File: src/logic/aprs_params.svh
// constants of the parallel readout sequencer: widths, depths and timing counts
// assumes a single system clock at the rate given below
`ifndef APRS_PARAMS_SVH
`define APRS_PARAMS_SVH

// ----------------------------------------------------------------
// widths and depths
// ----------------------------------------------------------------
`define APRS_DATA_W 14
`define APRS_MSB 13
`define APRS_LSB 0
`define APRS_FIFO_DEPTH 16
`define APRS_PIN_COUNT 3

// ----------------------------------------------------------------
// pin positions inside the synchroniser vector
// ----------------------------------------------------------------
`define APRS_PIN_CS_N 0
`define APRS_PIN_RD_CONV 1
`define APRS_PIN_RESET 2

// ----------------------------------------------------------------
// timing
// ----------------------------------------------------------------
`define APRS_CLK_MHZ 100
`define APRS_T_CONV_NS 4700
`define APRS_CONV_CYCLES ((`APRS_T_CONV_NS * `APRS_CLK_MHZ) / 1000)
`define APRS_T_REF_WAKE_US 12000
`define APRS_REF_WAKE_CYCLES (`APRS_T_REF_WAKE_US * `APRS_CLK_MHZ)
`define APRS_CONV_CNT_W 16
`define APRS_WAKE_CNT_W 24

`endif

File: src/logic/aprs_pkg.sv
// types shared by the readout sequencer and its testbench
// assumes aprs_params.svh is on the include path
`include "aprs_params.svh"

package aprs_pkg;

    // ----------------------------------------------------------------
    // types
    // ----------------------------------------------------------------
    typedef logic [`APRS_DATA_W-1:0] aprs_word_t;

    typedef enum logic [2:0] {
        ST_IDLE,
        ST_ACQ,
        ST_CONV,
        ST_PUSH,
        ST_READ
    } aprs_state_t;

endpackage

File: src/logic/aprs_stream_if.sv
// valid/ready word stream between the sequencer and its result buffer
// assumes both ends run on the same clock
`include "aprs_params.svh"

interface aprs_stream_if #(
    parameter int W = `APRS_DATA_W
);
    logic valid;
    logic ready;
    logic [W-1:0] data;

    modport src (
        output valid,
        output data,
        input ready
    );

    modport snk (
        input valid,
        input data,
        output ready
    );
endinterface

File: src/logic/aprs_sequencer.sv
// strobe-driven acquire / convert / read sequencer of a 14-bit converter
// assumes strobe, read/convert select and reset pin come from outside the clock domain;
// sample_code_i is the analog core's digital code, valid on the system clock
`include "aprs_params.svh"

// Contract
// RULE_01 - first strobe fall with select low wakes the device and starts acquisition
// RULE_02 - second strobe fall ends acquisition and starts conversion
// RULE_03 - select level at second fall picks shutdown (high) or standby (low)
// RULE_04 - third strobe fall with select high drives the result onto the outputs
// RULE_05 - end-of-conversion flag goes low once a result is available
// RULE_06 - high level on reset input returns the sequence to its start
// RULE_07 - fourteen outputs, bit 13 most significant, bit 0 least significant
// RULE_08 - outputs stay undriven in acquisition and conversion, released on strobe rise
// RULE_09 - after reset with strobe high, next strobe fall begins acquisition
// RULE_10 - host waits 12 ms for reference settling after waking from shutdown
// RULE_11 - host waits for end-of-conversion low before the reading strobe fall
module aprs_sequencer
    import aprs_pkg::*;
#(
    parameter int CONV_CYCLES = `APRS_CONV_CYCLES,
    parameter int REF_WAKE_CYCLES = `APRS_REF_WAKE_CYCLES,
    parameter int FIFO_DEPTH = `APRS_FIFO_DEPTH
) (
    input wire logic sys_clk_i,
    input wire logic reset_i,
    input wire logic cs_n_i,
    input wire logic rd_conv_i,
    input wire logic conv_reset_i,
    input wire logic [`APRS_DATA_W-1:0] sample_code_i,
    output logic [`APRS_DATA_W-1:0] data_o,
    output logic data_oe_o,
    output logic eoc_n_o,
    output logic ref_on_o,
    output logic ref_ready_o,
    output logic track_o,
    output logic busy_o
);

    // ----------------------------------------------------------------
    // pin synchronisers
    // ----------------------------------------------------------------
    logic [`APRS_PIN_COUNT-1:0] pin_raw;
    logic [`APRS_PIN_COUNT-1:0] sync_a_reg, sync_a_next;
    logic [`APRS_PIN_COUNT-1:0] sync_b_reg, sync_b_next;
    logic cs_prev_reg, cs_prev_next;
    logic cs_n_s, rd_conv_s, pin_reset_s;
    logic cs_fall, cs_rise;

    assign pin_raw[`APRS_PIN_CS_N] = cs_n_i;
    assign pin_raw[`APRS_PIN_RD_CONV] = rd_conv_i;
    assign pin_raw[`APRS_PIN_RESET] = conv_reset_i;

    always_comb begin
        sync_a_next = pin_raw;
        sync_b_next = sync_a_reg;
        cs_prev_next = sync_b_reg[`APRS_PIN_CS_N];
    end

    // strobe idles high, so the history starts high to avoid a false fall
    genvar gi;
    generate
        for (gi = 0; gi < `APRS_PIN_COUNT; gi++) begin : g_sync
            always_ff @(posedge sys_clk_i) begin
                if (reset_i) begin
                    sync_a_reg[gi] <= (gi == `APRS_PIN_CS_N);
                    sync_b_reg[gi] <= (gi == `APRS_PIN_CS_N);
                end else begin
                    sync_a_reg[gi] <= sync_a_next[gi];
                    sync_b_reg[gi] <= sync_b_next[gi];
                end
            end
        end
    endgenerate

    always_ff @(posedge sys_clk_i) begin
        if (reset_i) begin
            cs_prev_reg <= 1'b1;
        end else begin
            cs_prev_reg <= cs_prev_next;
        end
    end

    assign cs_n_s = sync_b_reg[`APRS_PIN_CS_N];
    assign rd_conv_s = sync_b_reg[`APRS_PIN_RD_CONV];
    assign pin_reset_s = sync_b_reg[`APRS_PIN_RESET];
    assign cs_fall = cs_prev_reg && !cs_n_s;
    assign cs_rise = !cs_prev_reg && cs_n_s;

    // ----------------------------------------------------------------
    // result buffer
    // ----------------------------------------------------------------
    aprs_stream_if #(.W(`APRS_DATA_W)) push_s ();
    aprs_stream_if #(.W(`APRS_DATA_W)) pop_s ();

    aprs_fifo #(
        .W(`APRS_DATA_W),
        .DEPTH(FIFO_DEPTH)
    ) u_fifo (
        .sys_clk_i(sys_clk_i),
        .reset_i(reset_i || pin_reset_s),
        .in_s(push_s),
        .out_s(pop_s)
    );

    // ----------------------------------------------------------------
    // sequencer state
    // ----------------------------------------------------------------
    localparam logic [`APRS_CONV_CNT_W-1:0] CONV_LAST = CONV_CYCLES[`APRS_CONV_CNT_W-1:0] - 1'b1;
    localparam logic [`APRS_WAKE_CNT_W-1:0] WAKE_LAST = REF_WAKE_CYCLES[`APRS_WAKE_CNT_W-1:0] - 1'b1;

    aprs_state_t state_reg, state_next;
    logic [`APRS_CONV_CNT_W-1:0] conv_cnt_reg, conv_cnt_next;
    logic [`APRS_WAKE_CNT_W-1:0] wake_cnt_reg, wake_cnt_next;
    logic [`APRS_DATA_W-1:0] hold_reg, hold_next;
    logic [`APRS_DATA_W-1:0] data_reg, data_next;
    logic shutdown_reg, shutdown_next;
    logic oe_reg, oe_next;
    logic eoc_n_reg, eoc_n_next;
    logic ref_on_reg, ref_on_next;
    logic ref_ready_reg, ref_ready_next;
    logic track_reg, track_next;
    logic busy_reg, busy_next;
    logic read_take;

    // a read strobe takes the oldest buffered result
    assign read_take = (state_reg == ST_IDLE) && cs_fall && rd_conv_s && pop_s.valid;
    assign pop_s.ready = read_take;
    assign push_s.valid = (state_reg == ST_PUSH);
    assign push_s.data = hold_reg;

    always_comb begin
        state_next = state_reg;
        conv_cnt_next = conv_cnt_reg;
        hold_next = hold_reg;
        shutdown_next = shutdown_reg;
        ref_on_next = ref_on_reg;
        track_next = track_reg;
        unique case (state_reg)
            ST_IDLE: begin
                if (cs_fall && !rd_conv_s) begin
                    // wake reference and close the track switch
                    state_next = ST_ACQ; // RULE_01
                    ref_on_next = 1'b1; // RULE_01
                    track_next = 1'b1;
                end else if (read_take) begin
                    state_next = ST_READ; // RULE_04
                end
            end
            ST_ACQ: begin
                // the code is held at the instant the track switch opens
                if (cs_fall) begin
                    hold_next = sample_code_i; // RULE_02
                    shutdown_next = rd_conv_s; // RULE_03
                    track_next = 1'b0; // RULE_02
                    conv_cnt_next = '0;
                    state_next = ST_CONV; // RULE_02
                end
            end
            ST_CONV: begin
                // strobe falls here and in ST_PUSH are ignored until the buffer takes the word
                if (conv_cnt_reg == CONV_LAST) begin
                    state_next = ST_PUSH;
                end else begin
                    conv_cnt_next = conv_cnt_reg + 1'b1;
                end
            end
            ST_PUSH: begin
                // a full buffer stalls here and the flag stays low
                if (push_s.ready) begin
                    ref_on_next = !shutdown_reg; // RULE_03
                    state_next = ST_IDLE;
                end
            end
            ST_READ: begin
                if (cs_rise) begin
                    state_next = ST_IDLE; // RULE_08
                end
            end
        endcase
        if (pin_reset_s) begin
            state_next = ST_IDLE; // RULE_06 RULE_09
            track_next = 1'b0;
            ref_on_next = 1'b0;
            shutdown_next = 1'b0;
        end
    end

    always_ff @(posedge sys_clk_i) begin
        if (reset_i) begin
            state_reg <= ST_IDLE;
            conv_cnt_reg <= '0;
            hold_reg <= '0;
            shutdown_reg <= 1'b0;
            ref_on_reg <= 1'b0;
            track_reg <= 1'b0;
        end else begin
            state_reg <= state_next;
            conv_cnt_reg <= conv_cnt_next;
            hold_reg <= hold_next;
            shutdown_reg <= shutdown_next;
            ref_on_reg <= ref_on_next;
            track_reg <= track_next;
        end
    end

    // ----------------------------------------------------------------
    // bus drive
    // ----------------------------------------------------------------
    always_comb begin
        data_next = data_reg;
        oe_next = oe_reg;
        // data_o holds the last word; it only means something while enabled
        if (read_take) begin
            // bit i of the buffered word lands on output line i
            data_next = pop_s.data; // RULE_07
            oe_next = 1'b1; // RULE_04
        end else if ((state_reg == ST_READ) && cs_rise) begin
            oe_next = 1'b0; // RULE_08
        end
        // a reset pin mid-read must not leave the bus driven
        if (pin_reset_s) begin
            oe_next = 1'b0; // RULE_08
        end
    end

    always_ff @(posedge sys_clk_i) begin
        if (reset_i) begin
            data_reg <= '0;
            oe_reg <= 1'b0;
        end else begin
            data_reg <= data_next;
            oe_reg <= oe_next;
        end
    end

    // ----------------------------------------------------------------
    // flag and busy
    // ----------------------------------------------------------------
    always_comb begin
        // flag follows the buffer, but a read holds it low until strobe rise and forces it high for the cycle after
        if (state_next == ST_READ) begin
            eoc_n_next = eoc_n_reg;
        end else begin
            eoc_n_next = !pop_s.valid && !push_s.valid; // RULE_05
            if (state_reg == ST_READ) begin
                eoc_n_next = 1'b1;
            end
        end
        if (pin_reset_s) begin
            eoc_n_next = 1'b1;
        end
        busy_next = (state_next == ST_CONV) || (state_next == ST_PUSH);
    end

    always_ff @(posedge sys_clk_i) begin
        if (reset_i) begin
            eoc_n_reg <= 1'b1;
            busy_reg <= 1'b0;
        end else begin
            eoc_n_reg <= eoc_n_next;
            busy_reg <= busy_next;
        end
    end

    // ----------------------------------------------------------------
    // reference settling
    // ----------------------------------------------------------------
    // settling status only; the host owns the wait before converting
    always_comb begin
        if (!ref_on_next) begin
            wake_cnt_next = '0;
            ref_ready_next = 1'b0;
        end else if (wake_cnt_reg == WAKE_LAST) begin
            wake_cnt_next = wake_cnt_reg;
            ref_ready_next = 1'b1;
        end else begin
            wake_cnt_next = wake_cnt_reg + 1'b1;
            ref_ready_next = ref_ready_reg;
        end
    end

    always_ff @(posedge sys_clk_i) begin
        if (reset_i) begin
            wake_cnt_reg <= '0;
            ref_ready_reg <= 1'b0;
        end else begin
            wake_cnt_reg <= wake_cnt_next;
            ref_ready_reg <= ref_ready_next;
        end
    end

    // ----------------------------------------------------------------
    // outputs
    // ----------------------------------------------------------------
    assign data_o = data_reg; // RULE_07
    assign data_oe_o = oe_reg; // RULE_08
    assign eoc_n_o = eoc_n_reg;
    assign ref_on_o = ref_on_reg;
    assign ref_ready_o = ref_ready_reg;
    assign track_o = track_reg;
    assign busy_o = busy_reg;
endmodule

File: src/logic/aprs_fifo.sv
// result buffer: width and depth are parameters, read data come from a register
// assumes one clock and a synchronous active-high reset
`include "aprs_params.svh"

module aprs_fifo #(
    parameter int W = `APRS_DATA_W,
    parameter int DEPTH = `APRS_FIFO_DEPTH
) (
    input wire logic sys_clk_i,
    input wire logic reset_i,
    aprs_stream_if.snk in_s,
    aprs_stream_if.src out_s
);
    localparam int AW = $clog2(DEPTH);

    logic [W-1:0] mem_reg [DEPTH];
    logic [AW-1:0] wr_ptr_reg, wr_ptr_next;
    logic [AW-1:0] rd_ptr_reg, rd_ptr_next;
    logic [AW:0] count_reg, count_next;
    logic [W-1:0] rd_data_reg, rd_data_next;
    logic valid_reg, valid_next;
    logic push, pop;

    // ----------------------------------------------------------------
    // pointers and count
    // ----------------------------------------------------------------
    assign push = in_s.valid && (count_reg != DEPTH[AW:0]);
    assign pop = out_s.ready && valid_reg;
    assign in_s.ready = (count_reg != DEPTH[AW:0]);
    assign out_s.valid = valid_reg;
    assign out_s.data = rd_data_reg;

    always_comb begin
        wr_ptr_next = push ? wr_ptr_reg + 1'b1 : wr_ptr_reg;
        rd_ptr_next = pop ? rd_ptr_reg + 1'b1 : rd_ptr_reg;
        count_next = count_reg + {{AW{1'b0}}, push} - {{AW{1'b0}}, pop};
        valid_next = (count_next != '0);
        // bypass: the word being written is not yet in the array
        if (push && (wr_ptr_reg == rd_ptr_next)) begin
            rd_data_next = in_s.data;
        end else begin
            rd_data_next = mem_reg[rd_ptr_next];
        end
    end

    always_ff @(posedge sys_clk_i) begin
        if (push) begin
            mem_reg[wr_ptr_reg] <= in_s.data;
        end
    end

    always_ff @(posedge sys_clk_i) begin
        if (reset_i) begin
            wr_ptr_reg <= '0;
            rd_ptr_reg <= '0;
            count_reg <= '0;
            valid_reg <= 1'b0;
            rd_data_reg <= '0;
        end else begin
            wr_ptr_reg <= wr_ptr_next;
            rd_ptr_reg <= rd_ptr_next;
            count_reg <= count_next;
            valid_reg <= valid_next;
            rd_data_reg <= rd_data_next;
        end
    end
endmodule

File: config.mk
export PLATFORM = sky130hd
export DESIGN_NAME = aprs_sequencer
export DESIGN_NICKNAME = d
export VERILOG_FILES = /design/src/logic/aprs_pkg.sv /design/src/logic/aprs_stream_if.sv /design/src/logic/aprs_sequencer.sv /design/src/logic/aprs_fifo.sv
export VERILOG_INCLUDE_DIRS = /design/src /design/src/logic
export SDC_FILE = /design/constraint.sdc
export NUM_CORES = 1
export LEC_CHECK = 0
export BUFFER_PORTS_ARGS = -buffer_cell sky130_fd_sc_hd__buf_2
export CORE_MARGIN = 2
export CORE_UTILIZATION = 63
export DETAILED_ROUTE_END_ITERATION = 6
export PLACE_DENSITY = 0.9
export SLEW_MARGIN = 20
export SYNTH_ARGS = -nofsm -noshare
export SYNTH_HDL_FRONTEND = slang
export SYNTH_SLANG_ARGS = --single-unit
File: constraint.sdc
create_clock -name sys_clk_i -period 8.5 [get_ports sys_clk_i]
set_input_delay 0.85 -clock sys_clk_i [delete_from_list [all_inputs] [get_ports sys_clk_i]]
set_output_delay 0.85 -clock sys_clk_i [all_outputs]
set_load 0.05 [all_outputs]
==> run metrics, run 1 <==
status finished, final reports clean; worst slack, placed 4.53 ns; min-delay src sync_a_reg[0]; Num CTS Buffers 31; DRC Markers 0; IO Pins 39; Final Hold Fails 0; area share of the largest cell type after synthesis 49.2%; Async S/R FF share, synth 0%; Critical Path AT 4.43 ns; Finish-stage setup viols 0; R2R setup slack 4.47 ns; Synth Area in XOR/XNOR 2.95%; cell count of the worst hold path 1; Core Box Area 0.0212 sq mm; Post-CTS Resized 0; Yosys reg bits 337; GRT Util Overall 27.9%; routed wl met2 14.7 mm; clock slew at reported path FFs 0.06 ns; Post-CTS Repair Setup Buffers 0; Top Metal Used met4; num rows 53; final WL 31.4 mm; Worst-Margin Slew 1.08 ns; Die Ht 151 um; sequential area share after synthesis 65.7%; initial antenna violation count 0; worst hold path class reg2reg; Post-DP HPWL 19.0 mm; area grow syn2layout 10.0%; max-slew violation count 0; routability cong. 0.882; nets 1,227; Post-synth EDFFs 224; Worst setup EP type flip-flop; FF-to-FF Start state_reg[0]; syn_nets 1,213; CTS Root Cell clkbuf_16; DRT iter0 DRCs 1,155; adder and majority gate portion of the synthesized area 1.34%; area leader, netlist edfxtp_1; Worst EP required 8.91 ns; TritonCTS clock tree built; first-pass GRT wire length 49.1 mm; Worst-Skew Late Latency 0.56 ns; RSZ-0062 raised after global routing no; final cycle utilization of the critical path 47.4%; vias in the first global route 9,220; first-pass iteration count of the detailed router 6; Netlist Area Pre-Place 0.0137 sq mm; Post-DRT Antenna Nets 0; Post-DP Area 0.0141 sq mm; H-tree Lvls 1; met3 WL post-DR 3.56 mm; Antenna diodes 0; YS warnings 0; width of the die 151 um; Tmin final 4.03 ns; largest net degree at the start of global routing 96; Post-CTS Hold Buffers 0; via count 9,530; fin cells 1,493; Final Skew 0.0209 ns; M1 WL 12.2 mm; post-synth cell types 57; top_reg_cell synth edfxtp_1; post-synthesis compound-gate area fraction 9.51%; P_leak 5.26 nW; R2R Path End u_fifo.out_s.data[10]; max-cap violations 0; Simple-Gate Fraction of Synth Area 16.5%; Critical Path Start Type flip-flop; Clock Path Buffers 3; Hold EP cs_n_s; Max transition margin 28.1%; Starting Density 64.6%; max reg flops 224; Design Area, Final 0.0150 sq mm; crit-path max FO 24; clk sink count 337; Synth Instances 1,180; power density cells 206 mW/mm^2; Port-buffer cells 38; total gr overflow 0; final setup margin 4.47 ns; worst reg-to-reg path cell count 7; die footprint 0.0229 sq mm; top cells by area, synth edfxtp_1 (49%), dfxtp_1 (17%), nand2_1 (6.4%); WL per Instance 21.0 um; setup TNS 0 ns; Vias/cell 6.38; worst vdd ir 0.000204 V; FMAX 248 MHz; CP Class reg2reg; Pwr Total 3.10 mW; largest family of logic cells by synthesized area simple AND/OR/NAND/NOR gates; syn avg cell area 11.6 sq um; multiplexer share of the synthesized area 1.24%; Inst Count DP 1,435; share of layout cells above drive strength 1 10.1%
-- per-layer routing --
metal	track usage (%)	up-vias
met2	44.8	583
met5	0	-
met1	38.4	4534
met4	8.97	0
li1	-	4323
met3	6.17	90
-- metrics by stage --
step,hold WS (ns),util (%)
floorplan,0.389,-
global placement,0.410,66.5
detailed placement,0.416,66.5
CTS,0.431,71.1
global route,0.445,71.1
finish,0.428,71.1
-- critical path, cell delays in order, from the launching register on --
cell     delay, ns
dfxtp_1       0.46
or3_1         0.60
nor2_2        0.88
a31oi_1       0.28
nor4b_4       0.91
nor2_2        0.34
a32oi_1       0.31
a21oi_1       0.10
-- worst max-delay path by stage --
stage                        start                     to  slack (ns)  depth (start not counted)
6_report              state_reg[0]  u_fifo.out_s.data[10]        4.47                          7
5_1_grt               state_reg[0]   u_fifo.out_s.data[7]        4.23                          7
4_1_cts               state_reg[0]   u_fifo.out_s.data[7]        4.56                          7
3_5_place_dp          state_reg[0]   u_fifo.out_s.data[7]        4.53                          7
3_3_place_gp          state_reg[0]  u_fifo.out_s.data[13]        4.88                          7
2_1_floorplan  u_fifo.count_reg[2]   u_fifo.mem_reg[3][0]        5.71                          7
-- report_power, final --
| group | switching, mW | internal, mW | leakage (nW) | total (mW) |
|---|---|---|---|---|
| logic | 0.0199 | 0.00920 | 1.80 | 0.0291 |
| registers | 0.00672 | 1.73 | 2.99 | 1.74 |
| clock network | 0.576 | 0.758 | 0.468 | 1.33 |
-- cell type report --
cell class | count | area, sq um
sequential | 337 | 8990
fill | 1325 | 6110
multi-input combinational | 757 | 4390
clock buffer | 45 | 858
tap | 275 | 344
timing repair buffer | 51 | 292
clock inverter | 12 | 111
inverter | 16 | 60.1
-- logic make-up (layout without fill, tap and decap cells) --
group           count (synthesis)  in the layout
simple gates                  482            482
flops                         337            337
compound gates                198            198
buf+inv                        86            124
xor+xnor                       46             46
mux                            17             17
fa+ha+maj                      14             14
-- placed cells by master (no fill, tap or decap), types with 26 or more instances in the layout --
cell type / instances
nand2_1: 232
edfxtp_1: 224
dfxtp_1: 113
a21oi_1: 82
nor2_1: 69
nand3_1: 41
a32oi_1: 39
buf_2: 38
xor2_1: 33
clkbuf_16: 31
and3_1: 28
nand4_1: 26
-- cell usage after synthesis, drive strengths merged (7+ instances only) --
cell,instances
a211oi,20
a21oi,82
a31oi,17
a32oi,39
and2,10
and3,28
buf,23
clkbuf,47
dfxtp,113
edfxtp,224
ha,13
inv,16
mux2i,17
nand2,233
nand2b,7
nand3,41
nand4,26
nor2,81
nor2b,10
nor3,11
o21ai,14
or3,7
xnor2,13
xor2,33
Note: power is estimated with default switching activity, not from simulation.
==> run 2, diff against run 1 <==
--- a/config.mk
+++ b/config.mk
@@ -8,9 +8,9 @@
 export LEC_CHECK = 0
 export BUFFER_PORTS_ARGS = -buffer_cell sky130_fd_sc_hd__buf_2
 export CORE_MARGIN = 2
-export CORE_UTILIZATION = 63
+export CORE_UTILIZATION = 56
 export DETAILED_ROUTE_END_ITERATION = 6
-export PLACE_DENSITY = 0.9
+export PLACE_DENSITY = 0.86
 export SLEW_MARGIN = 20
 export SYNTH_ARGS = -nofsm -noshare
 export SYNTH_HDL_FRONTEND = slang
==> constraint.sdc (replaced) <==
create_clock -name sys_clk_i -period 3.55 [get_ports sys_clk_i]
set_input_delay 0.355 -clock sys_clk_i [delete_from_list [all_inputs] [get_ports sys_clk_i]]
set_output_delay 0.355 -clock sys_clk_i [all_outputs]
set_load 0.05 [all_outputs]
==> run 2 against run 1 <==
Against the previous run: first-iteration DRC count grew 4.6%; highest routed layer unchanged; hold slack got worse by 0.40 ns; cell count increased by 5.4%; via count rose by 2.8%; worst setup slack got worse by 4.2 ns; fmax grew 22%; largest cell class unchanged; routed wire length grew 4.7%.
==> run metrics, run 2 (synthesized netlist as in run 1, its figures left out) <==
status finished, final reports clean; Starting Density 56.5%; max reg flops 224; Vias/cell 6.23; sequential power share 52.9%; CTS Root Cell clkbuf_16; critical path's top delay family compound AO/OA/AOI/OAI gates; Worst EP required 3.94 ns; Tmin final 3.30 ns; TritonCTS clock tree built; Post-DP HPWL 20.4 mm; clk sink count 337; Crit path top cell by count a32oi_1; WP buf/inv 1; clock slew at reported path FFs 0.06 ns; routability cong. 0.886; GRT Util Overall 25.6%; area grow syn2layout 13.1%; Num CTS Buffers 35; P_leak 5.49 nW; Clk pwr share 46.1%; Design Area, Final 0.0155 sq mm; crit path max-delay cell type or3_1; DRT iter0 DRCs 1,208; WL per Instance 20.9 um; worst slack, placed 0.420 ns; die footprint 0.0257 sq mm; via count 9,796; Max transition margin 38.0%; post-layout util 64.0%; Worst-Margin Slew 0.927 ns; setup TNS 0 ns; max-slew violation count 0; worst vdd ir 0.000399 V; vias in the first global route 9,544; initial antenna violation count 0; final cycle utilization of the critical path 93.0%; slowest cell delay on critical path 0.63 ns; final setup margin 0.248 ns; Finish-stage setup viols 0; nets 1,256; num rows 57; H-tree Lvls 2; Post-CTS Hold Buffers 0; crit-path max FO 29; Worst setup EP type flip-flop; Antenna diodes 0; share of layout cells above drive strength 1 11.9%; most common cell after layout, fill and taps aside nand2_1; Critical Path Start Type flip-flop; Critical Path AT 3.69 ns; worst hold path class in2reg; Port-buffer cells 38; P_int 6.30 mW; first-pass GRT wire length 51.5 mm; CP Class reg2reg; Post-CTS Resized 0; commonest non-fill, non-tap cells in the layout nand2_1 (232), edfxtp_1 (224), dfxtp_1 (113); Core Box Area 0.0242 sq mm; Worst-Skew Late Latency 0.52 ns; width of the die 160 um; IO Pins 39; power density cells 509 mW/mm^2; first-pass iteration count of the detailed router 6; largest net degree at the start of global routing 66; max-cap violations 0; Post-DP Area 0.0143 sq mm; Post-DRT Antenna Nets 0; DRC Markers 0; Post-CTS Repair Setup Buffers 0; crit-path cells or3_1 -> o21ai_2 -> and2_4 -> buf_4 -> mux2i_1 -> a32oi_1 -> a32oi_1 -> a21oi_1; final WL 32.9 mm; Net Sw Power 1.58 mW; Final Skew 0.0130 ns; Clock Path Buffers 3; Gate power share 1.0%; Final Hold Fails 0; FMAX 303 MHz; Sw Ratio 20.0%; RSZ-0062 raised after global routing no; Die Ht 160 um; total gr overflow 0; Fill cells 1,709
run 2: metrics by stage:
stage | instances | hold WS [ns] | power (mW)
2_1_floorplan | 1180 | 0.389 | 4.29
3_3_place_gp | 1509 | 0.400 | 4.32
3_5_place_dp | 1509 | 0.408 | 4.32
4_1_cts | 1572 | 0.0239 | 7.89
5_1_grt | 1573 | 0.0361 | 8.07
6_report | 1573 | 0.0325 | 7.88
run 2: metal layers:
metal / share of wire, % / wire (um) / GRT usage [%]
met5: 0 / 0 / 0
met4: 3.1 / 1010 / 9.79
met2: 48 / 15700 / 41.3
met3: 11 / 3500 / 5.38
met1: 39 / 12700 / 34.4
run 2: area by class of cell:
class                      count  area (sq um)  area share [%]
clock inverter                17           150           0.971
timing repair buffer          76           508            3.28
multi-input combinational    757          4360            28.2
inverter                      16          60.1           0.388
tap                          324           405            2.62
sequential                   337          8990            58.1
clock buffer                  46           991            6.41
run 2: path summary, 6_finish.rpt:
| check | startpoint | end | slack [ns] | cells past startpoint |
|---|---|---|---|---|
| worst min-delay path | cs_n_i | sync_a_reg[0] | 0.03 | 2 |
| worst min register to register | sync_a_reg[0] | cs_n_s | 0.42 | 1 |
| worst max-delay path | state_reg[0] | u_fifo.out_s.data[5] | 0.25 | 8 |
| worst max register to register | state_reg[0] | u_fifo.out_s.data[5] | 0.25 | 8 |
run 2: power by group through the flow:
stage	sequential (mW)	combinational (mW)	clock [mW]
after global routing	4.16	0.0819	3.82
after CTS	4.17	0.0736	3.65
after floorplan	4.25	0.0448	0
after detailed placement	4.25	0.0722	0
final	4.17	0.0759	3.63
after global placement	4.25	0.0704	0
==> run 3, diff against run 2 <==
--- a/config.mk
+++ b/config.mk
@@ -8,9 +8,10 @@
 export LEC_CHECK = 0
 export BUFFER_PORTS_ARGS = -buffer_cell sky130_fd_sc_hd__buf_2
 export CORE_MARGIN = 2
-export CORE_UTILIZATION = 56
+export CORE_UTILIZATION = 63
 export DETAILED_ROUTE_END_ITERATION = 6
-export PLACE_DENSITY = 0.86
+export PLACE_DENSITY = 0.9
+export SKIP_LAST_GASP = 1
 export SLEW_MARGIN = 20
 export SYNTH_ARGS = -nofsm -noshare
 export SYNTH_HDL_FRONTEND = slang
==> constraint.sdc (replaced) <==
create_clock -name sys_clk_i -period 3.9 [get_ports sys_clk_i]
set_input_delay 0.39 -clock sys_clk_i [delete_from_list [all_inputs] [get_ports sys_clk_i]]
set_output_delay 0.39 -clock sys_clk_i [all_outputs]
set_load 0.05 [all_outputs]
==> run 3 against run 2 <==
Against the previous run: critical path depth unchanged; non-clock buffer count down 6; first-iteration DRC count up 12%; fmax down 5.1%; critical path type unchanged; largest power group unchanged; sequential power down 9.1%; die area down 11%; clock skew up 0.0049 ns; hold slack better by 0.035 ns; highest routed layer unchanged; cell count down 3.6%.
==> run metrics, run 3 (synthesized netlist as in run 1, its figures left out) <==
setup TNS 0 ns; Worst setup EP type flip-flop; Post-CTS Hold Buffers 0; WL per Instance 21.8 um; power density cells 465 mW/mm^2; share of layout cells above drive strength 1 11.5%; CTS Root Cell clkbuf_16; max-slew violation count 0; vias in the first global route 9,294; Post-DRT Antenna Nets 0; Final Hold Fails 0; routed wl met2 15.5 mm; Die Ht 151 um; width of the die 151 um; Critical Path Start Type flip-flop; Top Metal Used met4; Post-DP HPWL 19.9 mm; Port-buffer cells 38; Num CTS Buffers 34; max reg flops 224; TritonCTS clock tree built; crit-path max FO 74; min-delay src cs_n_i; met3 WL post-DR 3.89 mm; nets 1,249; Worst-Margin Slew 1.07 ns; GRT Util Overall 29.2%; DRT iter0 DRCs 1,349; Vias/cell 6.47; Clock Path Buffers 3; Starting Density 64.6%; initial antenna violation count 0; largest net degree at the start of global routing 75; status finished, final reports clean; num rows 53; Post-CTS Resized 0; max-cap violations 0; Worst EP required 4.34 ns; worst hold path class in2reg; worst vdd ir 0.000312 V; die footprint 0.0229 sq mm; RSZ-0062 raised after global routing no; CP Class reg2reg; Tmin final 3.48 ns; H-tree Lvls 2; first-pass GRT wire length 50.4 mm; Max transition margin 28.7%; final cycle utilization of the critical path 89.2%; FMAX 287 MHz; most common cell after layout, fill and taps aside nand2_1; Worst-Skew Late Latency 0.52 ns; post-layout util 72.7%; clk sink count 337; Antenna diodes 0; M1 WL 12.4 mm; worst reg-to-reg path cell count 8; IO Pins 39; Final Skew 0.0178 ns; DRC Markers 0; cell count of the worst hold path 2; clock slew at reported path FFs 0.06 ns; Critical Path AT 3.92 ns; total gr overflow 0; commonest non-fill, non-tap cells in the layout nand2_1 (232), edfxtp_1 (224), dfxtp_1 (113); first-pass iteration count of the detailed router 6; FF-to-FF Start state_reg[1]; area grow syn2layout 12.4%; P_leak 5.47 nW; Finish-stage setup viols 0; final WL 33.0 mm; Core Box Area 0.0212 sq mm; Post-CTS Repair Setup Buffers 0; crit path from state_reg[1]; routability cong. 0.900; via count 9,810
-- run 3: final timing paths --
| path | endpoint | slack (ns) |
|---|---|---|
| worst min-delay path | sync_a_reg[0] | 0.07 |
| worst max register to register | u_fifo.out_s.data[4] | 0.42 |
| worst min register to register | cs_n_s | 0.42 |
| worst max-delay path | u_fifo.out_s.data[4] | 0.42 |
-- run 3: stage by stage --
| step | worst slack [ns] | total power [mW] | hold slack (ns) | area [sq um] | std cells |
|---|---|---|---|---|---|
| after global placement | 0.818 | 3.93 | 0.406 | 14200 | 1453 |
| after floorplan | 1.11 | 3.90 | 0.389 | 13700 | 1180 |
| after detailed placement | 0.615 | 3.93 | 0.404 | 14200 | 1453 |
| after CTS | 0.545 | 7.15 | 0.0605 | 15300 | 1515 |
| after global routing | 0.256 | 7.32 | 0.0661 | 15400 | 1517 |
| final | 0.420 | 7.14 | 0.0670 | 15400 | 1517 |
-- run 3: final cells by class --
cell class              instances  area [sq um]
repair buffers                 70           475
well taps                     275           344
clock inverters                12           115
multi-input cells             757          4360
fillers                      1305          5780
inverters                      16          60.1
flip-flops and latches        337          8990
clock buffers                  50          1030
-- run 3: critical path, cell delays in order (launching register included) --
cell and delay [ns]:
dfxtp_1 0.49, nor3_1 0.47, nand3_1 0.52, nand2_2 0.60, buf_12 0.38, nand2_1 0.11
a311oi_1 0.48, a22oi_1 0.16, a31oi_1 0.18
-- run 3: layer usage --
| layer | up-vias | GRT usage, % |
|---|---|---|
| li1 | 4366 | - |
| met1 | 4596 | 39.9 |
| met2 | 729 | 46.3 |
| met3 | 119 | 6.08 |
| met4 | 0 | 11.2 |
| met5 | - | 0 |
-- run 3: power by group --
group | leakage, nW | switching [mW] | internal [mW] | total (mW)
clock | 0.555 | 1.32 | 1.97 | 3.28
combinational | 1.92 | 0.0448 | 0.0223 | 0.0671
sequential | 2.99 | 0.0150 | 3.78 | 3.79
